$ cat src/sbpm_pkg.sv
`default_nettype none
// ============================================================
// Shared constants for the system bus arbiter and power manager
package sbpm_pkg;
	// ============================================================
	// Register byte addresses
	localparam logic [31:0] ADDR_PRODUCT_ID   = 32'hfff0_0000;
	localparam logic [31:0] ADDR_ARB_CTRL     = 32'hfff0_0004;
	localparam logic [31:0] ADDR_SYS_PLL      = 32'hfff0_0008;
	localparam logic [31:0] ADDR_CLK_GATE     = 32'hfff0_000c;
	localparam logic [31:0] ADDR_SECOND_PLL   = 32'hfff0_0010;
	localparam logic [31:0] ADDR_AUDIO_CLK    = 32'hfff0_0014;
	localparam logic [31:0] ADDR_WAKE_CTRL    = 32'hfff0_0020;
	localparam logic [31:0] ADDR_WAKE_FLAGS   = 32'hffff_0024;
	localparam logic [31:0] ADDR_POWER_MODE   = 32'hfff0_0028;
	localparam logic [31:0] ADDR_USB_XCVR     = 32'hfff0_0030;
	// ============================================================
	// Reset values
	localparam logic [31:0] RST_ARB_CTRL      = 32'h0000_0000;
	localparam logic [31:0] RST_SYS_PLL       = 32'h0000_2f01;
	localparam logic [31:0] RST_CLK_GATE      = 32'h1fff_3f08;
	localparam logic [31:0] RST_SECOND_PLL    = 32'h0001_0000;
	localparam logic [31:0] RST_ZERO          = 32'h0000_0000;
	// ============================================================
	// Writable bit masks (reserved bits read zero, but the clock gating reset value sets reserved bit 9)
	localparam logic [31:0] MASK_ARB_CTRL     = 32'h0000_0003;
	localparam logic [31:0] MASK_SYS_PLL      = 32'h0001_ffff;
	localparam logic [31:0] MASK_CLK_GATE     = 32'h1fff_fdff;
	localparam logic [31:0] MASK_SECOND_PLL   = 32'h0001_ffff;
	localparam logic [31:0] MASK_AUDIO_CLK    = 32'h0000_01ff;
	localparam logic [31:0] MASK_WAKE_CTRL    = 32'h0000_00ff;
	localparam logic [31:0] MASK_POWER_MODE   = 32'h0000_0007;
	// ============================================================
	// Field positions
	localparam int ARB_MODE_BIT     = 0;
	localparam int ARB_BOOST_EN_BIT = 1;
	localparam int ARB_BOOST_ACT_BIT = 2;
	localparam int PM_IDLE_BIT      = 0;
	localparam int PM_DEEP_BIT      = 1;
	localparam int PM_MEM_BIT       = 2;
	localparam int PLL_PWDN_BIT     = 16;
	localparam int PLL_FB_MSB       = 15;
	localparam int PLL_FB_LSB       = 7;
	localparam int PLL_OD_MSB       = 6;
	localparam int PLL_OD_LSB       = 5;
	localparam int PLL_IN_MSB       = 4;
	localparam int PLL_IN_LSB       = 0;
	localparam int CLK_SRC_BIT      = 4;
	localparam int PID_PKG_LSB      = 30;
	localparam int PID_VER_LSB      = 24;
	localparam logic [9:0] PLL_DIV_OFFSET = 10'h002;
	// ============================================================
	// Bus masters, index 0 is highest fixed priority, core last
	localparam int NUM_MASTERS      = 9;
	localparam int CORE_MASTER      = 8;
	// ============================================================
	// Timing
	localparam int CLK_PERIOD_NS    = 4;
	localparam int OSC_STABLE_NS    = 100000;
	localparam int OSC_STABLE_CYCLES = (OSC_STABLE_NS + CLK_PERIOD_NS - 1) / CLK_PERIOD_NS;
	// ============================================================
	// AXI responses
	localparam logic [1:0] RESP_OKAY   = 2'h0;
	localparam logic [1:0] RESP_DECERR = 2'h3;
	// ============================================================
	// Power states
	typedef enum logic [1:0] {PWR_RUN, PWR_IDLE, PWR_DOWN, PWR_WARM} sbpm_pwr_type;
endpackage
`default_nettype wire

$ cat src/sbpm_top.sv
// Local design decision: the AXI4-Lite register port.
`timescale 1ns/1ns
`default_nettype none
// ============================================================
// System manager: bus arbitration, clock gating, power modes,
// power-on straps and PLL control registers over AXI4-Lite
module sbpm_top #(
	parameter int          STABLE_CYCLES = sbpm_pkg::OSC_STABLE_CYCLES,
	parameter logic [5:0]  CHIP_VERSION  = 6'h01,        // Arbitrary value
	parameter logic [23:0] PART_CODE     = 24'ha5_5a01    // Arbitrary value
) (
	// Clock and reset
	input  wire logic        aclk,
	input  wire logic        aresetn,
	// AXI4-Lite write address
	input  wire logic [31:0] awaddr,
	input  wire logic [2:0]  awprot,
	input  wire logic        awvalid,
	output logic             awready,
	// AXI4-Lite write data
	input  wire logic [31:0] wdata,
	input  wire logic [3:0]  wstrb,
	input  wire logic        wvalid,
	output logic             wready,
	// AXI4-Lite write response
	output logic [1:0]       bresp,
	output logic             bvalid,
	input  wire logic        bready,
	// AXI4-Lite read address
	input  wire logic [31:0] araddr,
	input  wire logic [2:0]  arprot,
	input  wire logic        arvalid,
	output logic             arready,
	// AXI4-Lite read data
	output logic [31:0]      rdata,
	output logic [1:0]       rresp,
	output logic             rvalid,
	input  wire logic        rready,
	// Bus masters
	input  wire logic [8:0]  bus_req,
	output logic      [8:0]  bus_grant,
	output logic             bus_busy,
	// Interrupt controller, same clock
	input  wire logic        irq_req,
	input  wire logic        fiq_req,
	input  wire logic        irq_unmasked_pending,
	// Wake pins
	input  wire logic [3:0]  ext_irq_n,
	input  wire logic        keypad_wake,
	input  wire logic        usb_device_wake,
	// Straps
	input  wire logic        strap_clock_source,
	input  wire logic        strap_endian,
	input  wire logic [1:0]  strap_boot_width,
	input  wire logic [1:0]  strap_package,
	// Clock enables
	output logic             core_clk_en,
	output logic             cache_clk_en,
	output logic             mem_clk_en,
	output logic             sys_clk_en,
	output logic             osc_en,
	output logic [31:0]      periph_clk_en,
	// Strap results
	output logic             sys_clk_from_pll,
	output logic             little_endian,
	output logic [1:0]       boot_width,
	// PLL controls
	output logic             pll_power_down,
	output logic [9:0]       pll_feedback_value,
	output logic [5:0]       pll_input_value,
	output logic [2:0]       pll_output_value
);
	// ============================================================
	// Register state
	logic [31:0] arb_reg, arb_next;           // arbitration_control
	logic [31:0] pll_reg, pll_next;           // system_pll_control
	logic [31:0] gate_reg, gate_next;         // clock_source_and_gating
	logic [31:0] pll2_reg, pll2_next;         // second_pll_control
	logic [31:0] aud_reg, aud_next;           // audio_pll_clock_control
	logic [31:0] wctl_reg, wctl_next;         // irq_wake_control
	logic [31:0] wflg_reg, wflg_next;         // irq_wake_flags
	logic [31:0] pm_reg, pm_next;             // power_mode_control
	logic [31:0] usb_reg, usb_next;           // usb_transceiver_control
	logic [5:0]  strap_reg, strap_next;       // Captured straps
	logic        strap_done_reg, strap_done_next;
	sbpm_pkg::sbpm_pwr_type pwr_reg, pwr_next; // Power state
	logic [31:0] warm_cnt_reg, warm_cnt_next; // Stabilise counter
	// Bus slave state
	logic        bvalid_reg, bvalid_next;
	logic [1:0]  bresp_reg, bresp_next;
	logic        rvalid_reg, rvalid_next;
	logic [1:0]  rresp_reg, rresp_next;
	logic [31:0] rdata_reg, rdata_next;
	// Synchronised pins
	logic [3:0]  ext_irq_n_s;
	logic        keypad_s;
	logic        usb_s;
	logic [5:0]  strap_s;
	// Misc
	logic        wr_fire;
	logic        rd_fire;
	logic        boost_live;
	logic [3:0]  ext_hit;
	logic        wake_hit;

	// ============================================================
	// Byte-lane merge of a write into a register
	function automatic logic [31:0] merge(input logic [31:0] old, input logic [31:0] data,
		input logic [3:0] strb, input logic [31:0] mask);
		logic [31:0] res;
		res = old;
		for (int b = 0; b < 4; b++)
			if (strb[b])
				res[8*b +: 8] = data[8*b +: 8];
		return res & mask;
	endfunction

	// ============================================================
	// Output divider code to divide ratio
	function automatic logic [2:0] out_div(input logic [1:0] code);
		case (code)
			2'h0:    return 3'h1;
			2'h1:    return 3'h2;
			2'h2:    return 3'h2;
			default: return 3'h4;
		endcase
	endfunction

	// ============================================================
	// Pin synchronisers, wake pins and straps in one chain
	sbpm_sync #(
		.WIDTH (12)
	) u_sync (
		.aclk     (aclk),
		.async_in ({ext_irq_n, keypad_wake, usb_device_wake, strap_package,
			strap_boot_width, strap_endian, strap_clock_source}),
		.sync_out ({ext_irq_n_s, keypad_s, usb_s, strap_s})
	);

	// ============================================================
	// Arbiter; boost only counts in fixed mode with enable set
	assign boost_live = !arb_reg[sbpm_pkg::ARB_MODE_BIT] && arb_reg[sbpm_pkg::ARB_BOOST_EN_BIT]
		&& arb_reg[sbpm_pkg::ARB_BOOST_ACT_BIT];

	sbpm_arbiter #(
		.N    (sbpm_pkg::NUM_MASTERS),
		.CORE (sbpm_pkg::CORE_MASTER)
	) u_arb (
		.aclk        (aclk),
		.aresetn     (aresetn),
		.rotate_mode (arb_reg[sbpm_pkg::ARB_MODE_BIT]),
		.core_boost  (boost_live),
		.bus_req     (bus_req),
		.bus_grant   (bus_grant),
		.bus_busy    (bus_busy)
	);

	// ============================================================
	// Wake detection: polarity bit 1 means high level wakes
	assign ext_hit  = ~(ext_irq_n_s ^ wctl_reg[7:4]) & wctl_reg[3:0];
	assign wake_hit = (|ext_hit) || keypad_s || usb_s;

	// ============================================================
	// Bus handshakes: write takes address and data together
	assign wr_fire = awvalid && wvalid && !bvalid_reg;
	assign rd_fire = arvalid && !rvalid_reg;
	assign awready = wr_fire;
	assign wready  = wr_fire;
	assign arready = !rvalid_reg;

	// ============================================================
	// Next state of registers, power machine and bus slave
	always_comb
	begin
		logic [31:0] rd;
		rd = '0;
		arb_next        = arb_reg;
		pll_next        = pll_reg;
		gate_next       = gate_reg;
		pll2_next       = pll2_reg;
		aud_next        = aud_reg;
		wctl_next       = wctl_reg;
		wflg_next       = wflg_reg;
		pm_next         = pm_reg;
		usb_next        = usb_reg;
		strap_next      = strap_reg;
		strap_done_next = 1'b1;
		pwr_next        = pwr_reg;
		warm_cnt_next   = warm_cnt_reg;
		bvalid_next     = bvalid_reg && !bready;
		bresp_next      = bresp_reg;
		rvalid_next     = rvalid_reg && !rready;
		rresp_next      = rresp_reg;
		rdata_next      = rdata_reg;

		// Straps caught once, first cycle after reset release
		if (!strap_done_reg)
		begin
			strap_next = strap_s;
			gate_next[sbpm_pkg::CLK_SRC_BIT] = strap_s[0];
		end

		// Register writes
		if (wr_fire)
		begin
			bvalid_next = 1'b1;
			bresp_next  = sbpm_pkg::RESP_OKAY;
			case (awaddr)
				sbpm_pkg::ADDR_PRODUCT_ID: ; // Read only, write ignored
				sbpm_pkg::ADDR_ARB_CTRL:
				begin
					arb_next = merge(arb_reg, wdata, wstrb, sbpm_pkg::MASK_ARB_CTRL)
						| (arb_reg & ~sbpm_pkg::MASK_ARB_CTRL);
					// Zero clears boost active, one does nothing
					if (wstrb[0] && !wdata[sbpm_pkg::ARB_BOOST_ACT_BIT])
						arb_next[sbpm_pkg::ARB_BOOST_ACT_BIT] = 1'b0;
				end
				sbpm_pkg::ADDR_SYS_PLL:    pll_next  = merge(pll_reg, wdata, wstrb, sbpm_pkg::MASK_SYS_PLL);
				sbpm_pkg::ADDR_CLK_GATE:   gate_next = merge(gate_reg, wdata, wstrb, sbpm_pkg::MASK_CLK_GATE);
				sbpm_pkg::ADDR_SECOND_PLL: pll2_next = merge(pll2_reg, wdata, wstrb, sbpm_pkg::MASK_SECOND_PLL);
				sbpm_pkg::ADDR_AUDIO_CLK:  aud_next  = merge(aud_reg, wdata, wstrb, sbpm_pkg::MASK_AUDIO_CLK);
				sbpm_pkg::ADDR_WAKE_CTRL:  wctl_next = merge(wctl_reg, wdata, wstrb, sbpm_pkg::MASK_WAKE_CTRL);
				sbpm_pkg::ADDR_WAKE_FLAGS:
					// Writing zero to a flag clears it
					if (wstrb[0])
						wflg_next = wflg_reg & {28'h000_0000, wdata[3:0]};
				sbpm_pkg::ADDR_POWER_MODE: pm_next   = merge(pm_reg, wdata, wstrb, sbpm_pkg::MASK_POWER_MODE);
				sbpm_pkg::ADDR_USB_XCVR:   usb_next  = merge(usb_reg, wdata, wstrb, 32'hffff_ffff);
				default: bresp_next = sbpm_pkg::RESP_DECERR;
			endcase
		end

		// Boost active set by a pending interrupt; set beats clear
		if (!arb_reg[sbpm_pkg::ARB_MODE_BIT] && arb_reg[sbpm_pkg::ARB_BOOST_EN_BIT] && irq_unmasked_pending)
			arb_next[sbpm_pkg::ARB_BOOST_ACT_BIT] = 1'b1;

		// Power state machine
		case (pwr_reg)
			sbpm_pkg::PWR_RUN:
				if (pm_reg[sbpm_pkg::PM_DEEP_BIT])
					pwr_next = sbpm_pkg::PWR_DOWN;
				else if (pm_reg[sbpm_pkg::PM_IDLE_BIT])
					pwr_next = sbpm_pkg::PWR_IDLE;
			sbpm_pkg::PWR_IDLE:
				// Any normal or fast interrupt restores the core
				if (irq_req || fiq_req)
				begin
					pwr_next = sbpm_pkg::PWR_RUN;
					pm_next[sbpm_pkg::PM_IDLE_BIT] = 1'b0;
				end
			sbpm_pkg::PWR_DOWN:
				if (wake_hit)
				begin
					pwr_next      = sbpm_pkg::PWR_WARM;
					warm_cnt_next = '0;
				end
			sbpm_pkg::PWR_WARM:
				// Oscillator running, clocks still gated
				if (warm_cnt_reg >= 32'(STABLE_CYCLES - 1))
				begin
					pwr_next = sbpm_pkg::PWR_RUN;
					pm_next[sbpm_pkg::PM_DEEP_BIT] = 1'b0;
				end
				else
					warm_cnt_next = warm_cnt_reg + 32'h0000_0001;
			default: pwr_next = sbpm_pkg::PWR_RUN;
		endcase

		// Wake flags record which ext_irq_n pin ended the sleep; set wins
		if (pwr_reg == sbpm_pkg::PWR_DOWN)
			wflg_next[3:0] = wflg_next[3:0] | ext_hit;

		// Register reads
		if (rd_fire)
		begin
			rvalid_next = 1'b1;
			rresp_next  = sbpm_pkg::RESP_OKAY;
			case (araddr)
				sbpm_pkg::ADDR_PRODUCT_ID:
					rd = {strap_reg[5:4], CHIP_VERSION, PART_CODE};
				sbpm_pkg::ADDR_ARB_CTRL:   rd = arb_reg;
				sbpm_pkg::ADDR_SYS_PLL:    rd = pll_reg;
				sbpm_pkg::ADDR_CLK_GATE:   rd = gate_reg;
				sbpm_pkg::ADDR_SECOND_PLL: rd = pll2_reg;
				sbpm_pkg::ADDR_AUDIO_CLK:  rd = aud_reg;
				sbpm_pkg::ADDR_WAKE_CTRL:  rd = wctl_reg;
				sbpm_pkg::ADDR_WAKE_FLAGS: rd = wflg_reg;
				sbpm_pkg::ADDR_POWER_MODE: rd = pm_reg;
				sbpm_pkg::ADDR_USB_XCVR:   rd = usb_reg;
				default:                   rresp_next = sbpm_pkg::RESP_DECERR;
			endcase
			rdata_next = rd;
		end
	end

	// ============================================================
	// Registers, synchronous active-low reset
	always_ff @(posedge aclk)
	begin
		if (!aresetn)
		begin
			arb_reg        <= sbpm_pkg::RST_ARB_CTRL;
			pll_reg        <= sbpm_pkg::RST_SYS_PLL;
			gate_reg       <= sbpm_pkg::RST_CLK_GATE;
			pll2_reg       <= sbpm_pkg::RST_SECOND_PLL;
			aud_reg        <= sbpm_pkg::RST_ZERO;
			wctl_reg       <= sbpm_pkg::RST_ZERO;
			wflg_reg       <= sbpm_pkg::RST_ZERO;
			pm_reg         <= sbpm_pkg::RST_ZERO;
			usb_reg        <= sbpm_pkg::RST_ZERO;
			strap_reg      <= '0;
			strap_done_reg <= 1'b0;
			pwr_reg        <= sbpm_pkg::PWR_RUN;
			warm_cnt_reg   <= '0;
			bvalid_reg     <= 1'b0;
			bresp_reg      <= sbpm_pkg::RESP_OKAY;
			rvalid_reg     <= 1'b0;
			rresp_reg      <= sbpm_pkg::RESP_OKAY;
			rdata_reg      <= '0;
		end
		else
		begin
			arb_reg        <= arb_next;
			pll_reg        <= pll_next;
			gate_reg       <= gate_next;
			pll2_reg       <= pll2_next;
			aud_reg        <= aud_next;
			wctl_reg       <= wctl_next;
			wflg_reg       <= wflg_next;
			pm_reg         <= pm_next;
			usb_reg        <= usb_next;
			strap_reg      <= strap_next;
			strap_done_reg <= strap_done_next;
			pwr_reg        <= pwr_next;
			warm_cnt_reg   <= warm_cnt_next;
			bvalid_reg     <= bvalid_next;
			bresp_reg      <= bresp_next;
			rvalid_reg     <= rvalid_next;
			rresp_reg      <= rresp_next;
			rdata_reg      <= rdata_next;
		end
	end

	// ============================================================
	// Bus answers
	assign bvalid = bvalid_reg;
	assign bresp  = bresp_reg;
	assign rvalid = rvalid_reg;
	assign rresp  = rresp_reg;
	assign rdata  = rdata_reg;

	// ============================================================
	// Clock enables; sleeping states drop what they must
	assign sys_clk_en    = (pwr_reg == sbpm_pkg::PWR_RUN) || (pwr_reg == sbpm_pkg::PWR_IDLE);
	assign osc_en        = (pwr_reg != sbpm_pkg::PWR_DOWN);
	assign core_clk_en   = (pwr_reg == sbpm_pkg::PWR_RUN);
	assign cache_clk_en  = (pwr_reg == sbpm_pkg::PWR_RUN);
	// Memory stays clocked in idle unless memory sleep also set
	assign mem_clk_en    = sys_clk_en && !((pwr_reg == sbpm_pkg::PWR_IDLE)
		&& pm_reg[sbpm_pkg::PM_MEM_BIT]);
	assign periph_clk_en = sys_clk_en ? (gate_reg & sbpm_pkg::MASK_CLK_GATE) : '0;

	// ============================================================
	// Strap and PLL outputs
	assign sys_clk_from_pll   = gate_reg[sbpm_pkg::CLK_SRC_BIT];
	assign little_endian      = strap_reg[1];
	assign boot_width         = strap_reg[3:2];
	assign pll_power_down     = pll_reg[sbpm_pkg::PLL_PWDN_BIT] || !osc_en;
	assign pll_feedback_value = {1'b0, pll_reg[sbpm_pkg::PLL_FB_MSB:sbpm_pkg::PLL_FB_LSB]}
		+ sbpm_pkg::PLL_DIV_OFFSET;
	assign pll_input_value    = {1'b0, pll_reg[sbpm_pkg::PLL_IN_MSB:sbpm_pkg::PLL_IN_LSB]}
		+ sbpm_pkg::PLL_DIV_OFFSET[5:0];
	assign pll_output_value   = out_div(pll_reg[sbpm_pkg::PLL_OD_MSB:sbpm_pkg::PLL_OD_LSB]);
endmodule // sbpm_top
`default_nettype wire

$ cat src/sbpm_sync.sv
`timescale 1ns/1ns
`default_nettype none
// ============================================================
// Two-stage synchroniser for pin levels, no reset on the data
// path so a strap held through reset is already settled at release
module sbpm_sync #(
	parameter int WIDTH = 1
) (
	// Clock
	input  wire logic             aclk,
	// Asynchronous levels
	input  wire logic [WIDTH-1:0] async_in,
	// Synchronised levels
	output logic      [WIDTH-1:0] sync_out
);
	logic [WIDTH-1:0] meta_reg;   // First stage, read only by second
	logic [WIDTH-1:0] sync_reg;   // Second stage

	// ============================================================
	// Shift chain
	always_ff @(posedge aclk)
	begin
		meta_reg <= async_in;
		sync_reg <= meta_reg;
	end

	assign sync_out = sync_reg;
endmodule // sbpm_sync
`default_nettype wire

$ cat src/sbpm_arbiter.sv
`timescale 1ns/1ns
`default_nettype none
// ============================================================
// Bus arbiter: one owner at a time, fixed or round-robin order
module sbpm_arbiter #(
	parameter int N    = 9,
	parameter int CORE = 8
) (
	// Clock and reset
	input  wire logic         aclk,
	input  wire logic         aresetn,
	// Mode controls
	input  wire logic         rotate_mode,
	input  wire logic         core_boost,
	// Master requests and grants
	input  wire logic [N-1:0] bus_req,
	output logic      [N-1:0] bus_grant,
	output logic              bus_busy
);
	localparam int IW = $clog2(N);

	logic [N-1:0]  grant_reg;    // One-hot owner
	logic [N-1:0]  grant_next;
	logic [IW-1:0] last_reg;     // Last owner for rotation
	logic [IW-1:0] last_next;

	// ============================================================
	// First requester at or after a start index, wrapping
	function automatic logic [IW:0] pick_from(input logic [N-1:0] req, input logic [IW-1:0] start);
		logic [IW:0] found;
		logic [IW:0] idx;
		found = {1'b1, {IW{1'b0}}};
		for (int k = N - 1; k >= 0; k--)
		begin
			idx = (IW + 1)'((int'(start) + k) % N);
			if (req[idx[IW-1:0]])
				found = idx;
		end
		return found;
	endfunction

	// ============================================================
	// Next owner selection
	always_comb
	begin
		logic [IW:0] win;
		win = {1'b1, {IW{1'b0}}};
		grant_next = grant_reg;
		last_next = last_reg;
		if ((grant_reg & bus_req) == '0)
		begin
			// Owner released: only now may another request win
			grant_next = '0;
			if (rotate_mode)
				// Round robin, start just after last owner
				win = pick_from(bus_req, (last_reg == IW'(N - 1)) ? '0 : last_reg + 1'b1);
			else if (core_boost && bus_req[CORE])
				// Core lifted above all others
				win = (IW + 1)'(CORE);
			else
				// Lowest index wins, core is last
				win = pick_from(bus_req, '0);
			if (!win[IW])
			begin
				grant_next[win[IW-1:0]] = 1'b1;
				last_next = win[IW-1:0];
			end
		end
	end

	// ============================================================
	// Owner registers
	always_ff @(posedge aclk)
	begin
		if (!aresetn)
		begin
			grant_reg <= '0;
			last_reg  <= IW'(N - 1);
		end
		else
		begin
			grant_reg <= grant_next;
			last_reg  <= last_next;
		end
	end

	assign bus_grant = grant_reg;
	assign bus_busy  = |grant_reg;
endmodule // sbpm_arbiter
`default_nettype wire

$ cat config.mk
export PLATFORM = sky130hd
export DESIGN_NAME = sbpm_top
export DESIGN_NICKNAME = d
export VERILOG_FILES = /design/src/sbpm_pkg.sv /design/src/sbpm_top.sv /design/src/sbpm_sync.sv /design/src/sbpm_arbiter.sv
export SDC_FILE = /design/constraint.sdc
export NUM_CORES = 1
export LEC_CHECK = 0
export BUFFER_PORTS_ARGS = -buffer_cell sky130_fd_sc_hd__buf_4
export CAP_MARGIN = 20
export CORE_MARGIN = 5
export CORE_UTILIZATION = 40
export DETAILED_ROUTE_END_ITERATION = 12
export PLACE_DENSITY = 0.63
export SETUP_SLACK_MARGIN = 0.1
export SYNTH_ARGS = -nofsm -noshare
export SYNTH_HDL_FRONTEND = slang
export SYNTH_SLANG_ARGS = --single-unit
$ cat constraint.sdc
create_clock -name aclk -period 15.2 [get_ports aclk]
set_input_delay 1.52 -clock aclk [delete_from_list [all_inputs] [get_ports aclk]]
set_output_delay 1.52 -clock aclk [all_outputs]
set_load 0.05 [all_outputs]
==> metrics.csv <==
stage,metric,value,unit
floorplanning,die width,207,µm
global_route,antenna violations before repair,0,
logic_synthesis,Yosys top cell area share,0.304,
logic_synthesis,Mean Syn Cell Area,7.91,µm²
drt,drt drc,0,
floorplanning,Boundary Pins,249,
drt,router iterations before antenna repair,6,
worst_setup_path,CP Buf/Inv Count,6,
worst_setup_path,CP max stage cell,o41ai_1,
drt,1st-iter DRT viols,1435,
global_route,GRT Total Usage,0.243,
global_route,largest net degree at the start of global routing,82,
pwr,PwrDens,208,nW/µm²
logic_synthesis,compound-gate portion of the synthesized area,0.226,
final_layout,post-layout util,0.478,
logic_synthesis,"Warnings, synthesis",0,
worst_setup_path,r2r setup slk,6590,ps
cts,TritonCTS clock tree,done,
timing,Max Slew Vio Count,0,
cts,setup repair bufs after CTS,0,
final_layout,ANT cells,0,
logic_synthesis,Seq cells post-synth,235,
cts,clock tree buffer depth,3,
drt,post-DR vias/cell,5.98,
cts,htree depth,1,
logic_synthesis,Synth Flop Type,dfxtp_1,
hold_path,Hold Crit Class,flip-flop to flip-flop,
placement,IO buf count,238,
logic_synthesis,adder-cell share of the synthesized area,0.0417,
global_route,first-pass GRT wire length,83600,µm
floorplanning,core footprint,38500,µm²
cts,root buf cell,clkbuf_16,
timing,Worst Tran Pin Value,1020,ps
drt,Avg WL per Cell,20.6,µm
timing,RSZ-0062 raised after global routing,false,
floorplanning,effective utilization at floorplan,0.402,
global_route,number of global-route vias before repair,15074,
placement,Post-DP HPWL,40700,µm
cts,# clock sinks,235,
floorplanning,Die Y,207,µm
worst_setup_path,required time worst endpoint,15620,ps
logic_synthesis,"Seq/Total Area, Yosys",0.304,
timing,fin crit share,0.566,
worst_setup_path,Worst EP arrival,9020,ps
final_layout,area grow syn2layout,18.8,%
job,Max-Cap Viols,0,
worst_setup_path,Startpoint Class,flip-flop,
placement,GPL Wtd Cong,0.935,
timing,clock skew,6.98,ps
global_route,grt ovf,0,
final_layout,Final #Nets,2321,
logic_synthesis,Synth Area in XOR/XNOR,0.0328,
logic_synthesis,number of synthesized flops with an enable pin,0,
logic_synthesis,cells after synthesis,1957,
logic_synthesis,mapped cell area,15500,µm²
cts,clock slew at reported path FFs,60,ps
cts,TritonCTS buffer count,25,
worst_setup_path,crit-path max cell delay,780,ps
drt,DR vias,15936,
worst_setup_path,worst-path maximum fanout,32,
logic_synthesis,simple-gate share of the synthesized area,0.244,
cts,Clock Latency Late Sink,530,ps
timing,Max Clock Freq,116,MHz
drt,Final ANT Viol Nets,0,
logic_synthesis,Yosys cell types,105,
cts,CTS hold repair buffers,0,
timing,Max-Slew Margin vs Limit,0.314,
cts,Post-CTS Resized,0,
worst_setup_path,CP Class,flip-flop to flip-flop,
worst_setup_path,CP top delay family,compound AO/OA/AOI/OAI gates,
floorplanning,Row Count,72,
timing,Final Setup Violations,0,
logic_synthesis,Synth area leaders,"dfxtp_1, mux2i_1, nor2_1",
pwr,"IR drop worst, VDD",120,µV
worst_setup_path,Worst setup EP type,flip-flop,
timing,Fin. Hold Viols,0,
floorplanning,Die ar.,42700,µm²
outcome,status,finished clean,
logic_synthesis,asr flop ratio synth,0,
placement,placed insts,2623,
final_layout,layout cells sized above 1,0.174,
timing,setup TNS,0,ps
pwr,Leakage,7.62,nW
logic_synthesis,main combinational cell family by area after synthesis,simple AND/OR/NAND/NOR gates,
drt,final wirelength,54800,µm
final_layout,count of non-filler cells in the finished layout,2664,
logic_synthesis,post-synth top area cell,dfxtp_1,
timing,min Tclk post-route,8610,ps
logic_synthesis,multiplexer share of the synthesized area,0.105,
==> power breakdown <==
group          total [mW]  internal [mW]  switching, mW
Sequential          0.640          0.628         0.0120
Combinational        2.61          0.949           1.66
Clock               0.582          0.342          0.239
Total                3.83           1.92           1.91
==> layout by cell type, fill, tap and decap left out, drive strengths merged, types with 19 or more instances in the layout <==
master  instances
inv            45
and3           20
a31oi          25
nor2          257
nor3           45
mux2i         138
xnor2          38
clkbuf         39
nand3          98
a211oi         26
nand4          24
nor2b          44
a221oi         22
nand2         187
o211ai         21
or2            20
and2           22
o21ai          81
a22oi          19
a21oi         139
ha             50
dfxtp         235
buf           261
==> through the flow <==
step	setup slack (ps)	hold WS (ps)	instance area, µm²	power [mW]
CTS	6750	327	18400	3.79
global route	6160	332	18400	4.10
detailed placement	6740	314	17600	3.20
global placement	6780	310	17600	3.17
finish	6590	325	18400	3.83
floorplan	8390	310	15500	2.59
==> routing by layer <==
metal / up-vias / global-route usage / share of wire
met4: 0 / 0.0941 / 0.041
li1: 7497 / - / -
met1: 7677 / 0.319 / 0.41
met5: - / 0 / 0
met3: 112 / 0.0359 / 0.074
met2: 650 / 0.404 / 0.47
==> cell families after synthesis <==
| logic type | Yosys count |
|---|---|
| AO/OA/AOI/OAI | 501 |
| XOR/XNOR | 55 |
| adder cells (fa/ha/maj) | 51 |
| buffers and inverters | 165 |
| flip-flops | 235 |
| multiplexers | 155 |
| other | 1 |
| AND/OR/NAND/NOR | 794 |
==> Yosys cell counts (15+ instances only) <==
master / n
nor3_1: 45
o211ai_1: 18
xnor2_1: 36
dfxtp_1: 235
mux2i_1: 138
nor2_1: 257
a221oi_1: 22
and2_1: 20
a31oi_1: 25
nand2_1: 186
o21ai_0: 76
inv_1: 39
clkbuf_1: 83
a22oi_1: 19
ha_1: 50
a211oi_1: 24
a21oi_1: 138
nand3_1: 98
buf_4: 15
and3_1: 19
nor4_1: 18
or2_2: 17
nor2b_1: 44
nand4_1: 24
xor2_1: 17
==> final cells by class <==
cell class                 count  area, µm²
clock buffer                  39        768
clock inverter                 1       8.76
fill                        3811      20100
inverter                      50        193
multi-input combinational   1560      10100
sequential                   235       4700
tap                          518        648
timing repair buffer         261       1960
==> final timing paths <==
path,endpoint,start,cells after the start
worst max-delay path,u_arb.last_reg[1]$_SDFFE_PN0P_,u_arb.last_reg[0]$_SDFFE_PN0P_,26
worst min-delay path,u_sync.sync_out[6]$_DFF_P_,u_sync.meta_reg[6]$_DFF_P_,0
worst max register to register,u_arb.last_reg[1]$_SDFFE_PN0P_,u_arb.last_reg[0]$_SDFFE_PN0P_,26
worst min register to register,u_sync.sync_out[6]$_DFF_P_,u_sync.meta_reg[6]$_DFF_P_,0
==> worst reg2reg max path, stage by stage, from the launching register on <==
cell      delay [ps]
dfxtp_1          300
buf_4            260
clkinv_1         530
ha_1             560
nand3b_4         220
nand2_1          100
clkinv_1          60
buf_4            380
fa_1             260
buf_4            310
clkinv_1         420
o41ai_1          780
or2_0            400
ha_1             290
nor3b_1          290
o21ai_0          220
a311o_1          400
o221ai_1         260
nor2_1           110
mux2_1           330
a311oi_1         550
nor2_1           220
a311o_1          320
nand4_1          170
a41o_1           270
nor2_1           120
o311a_1          360
(Power assumes the default switching activity.)
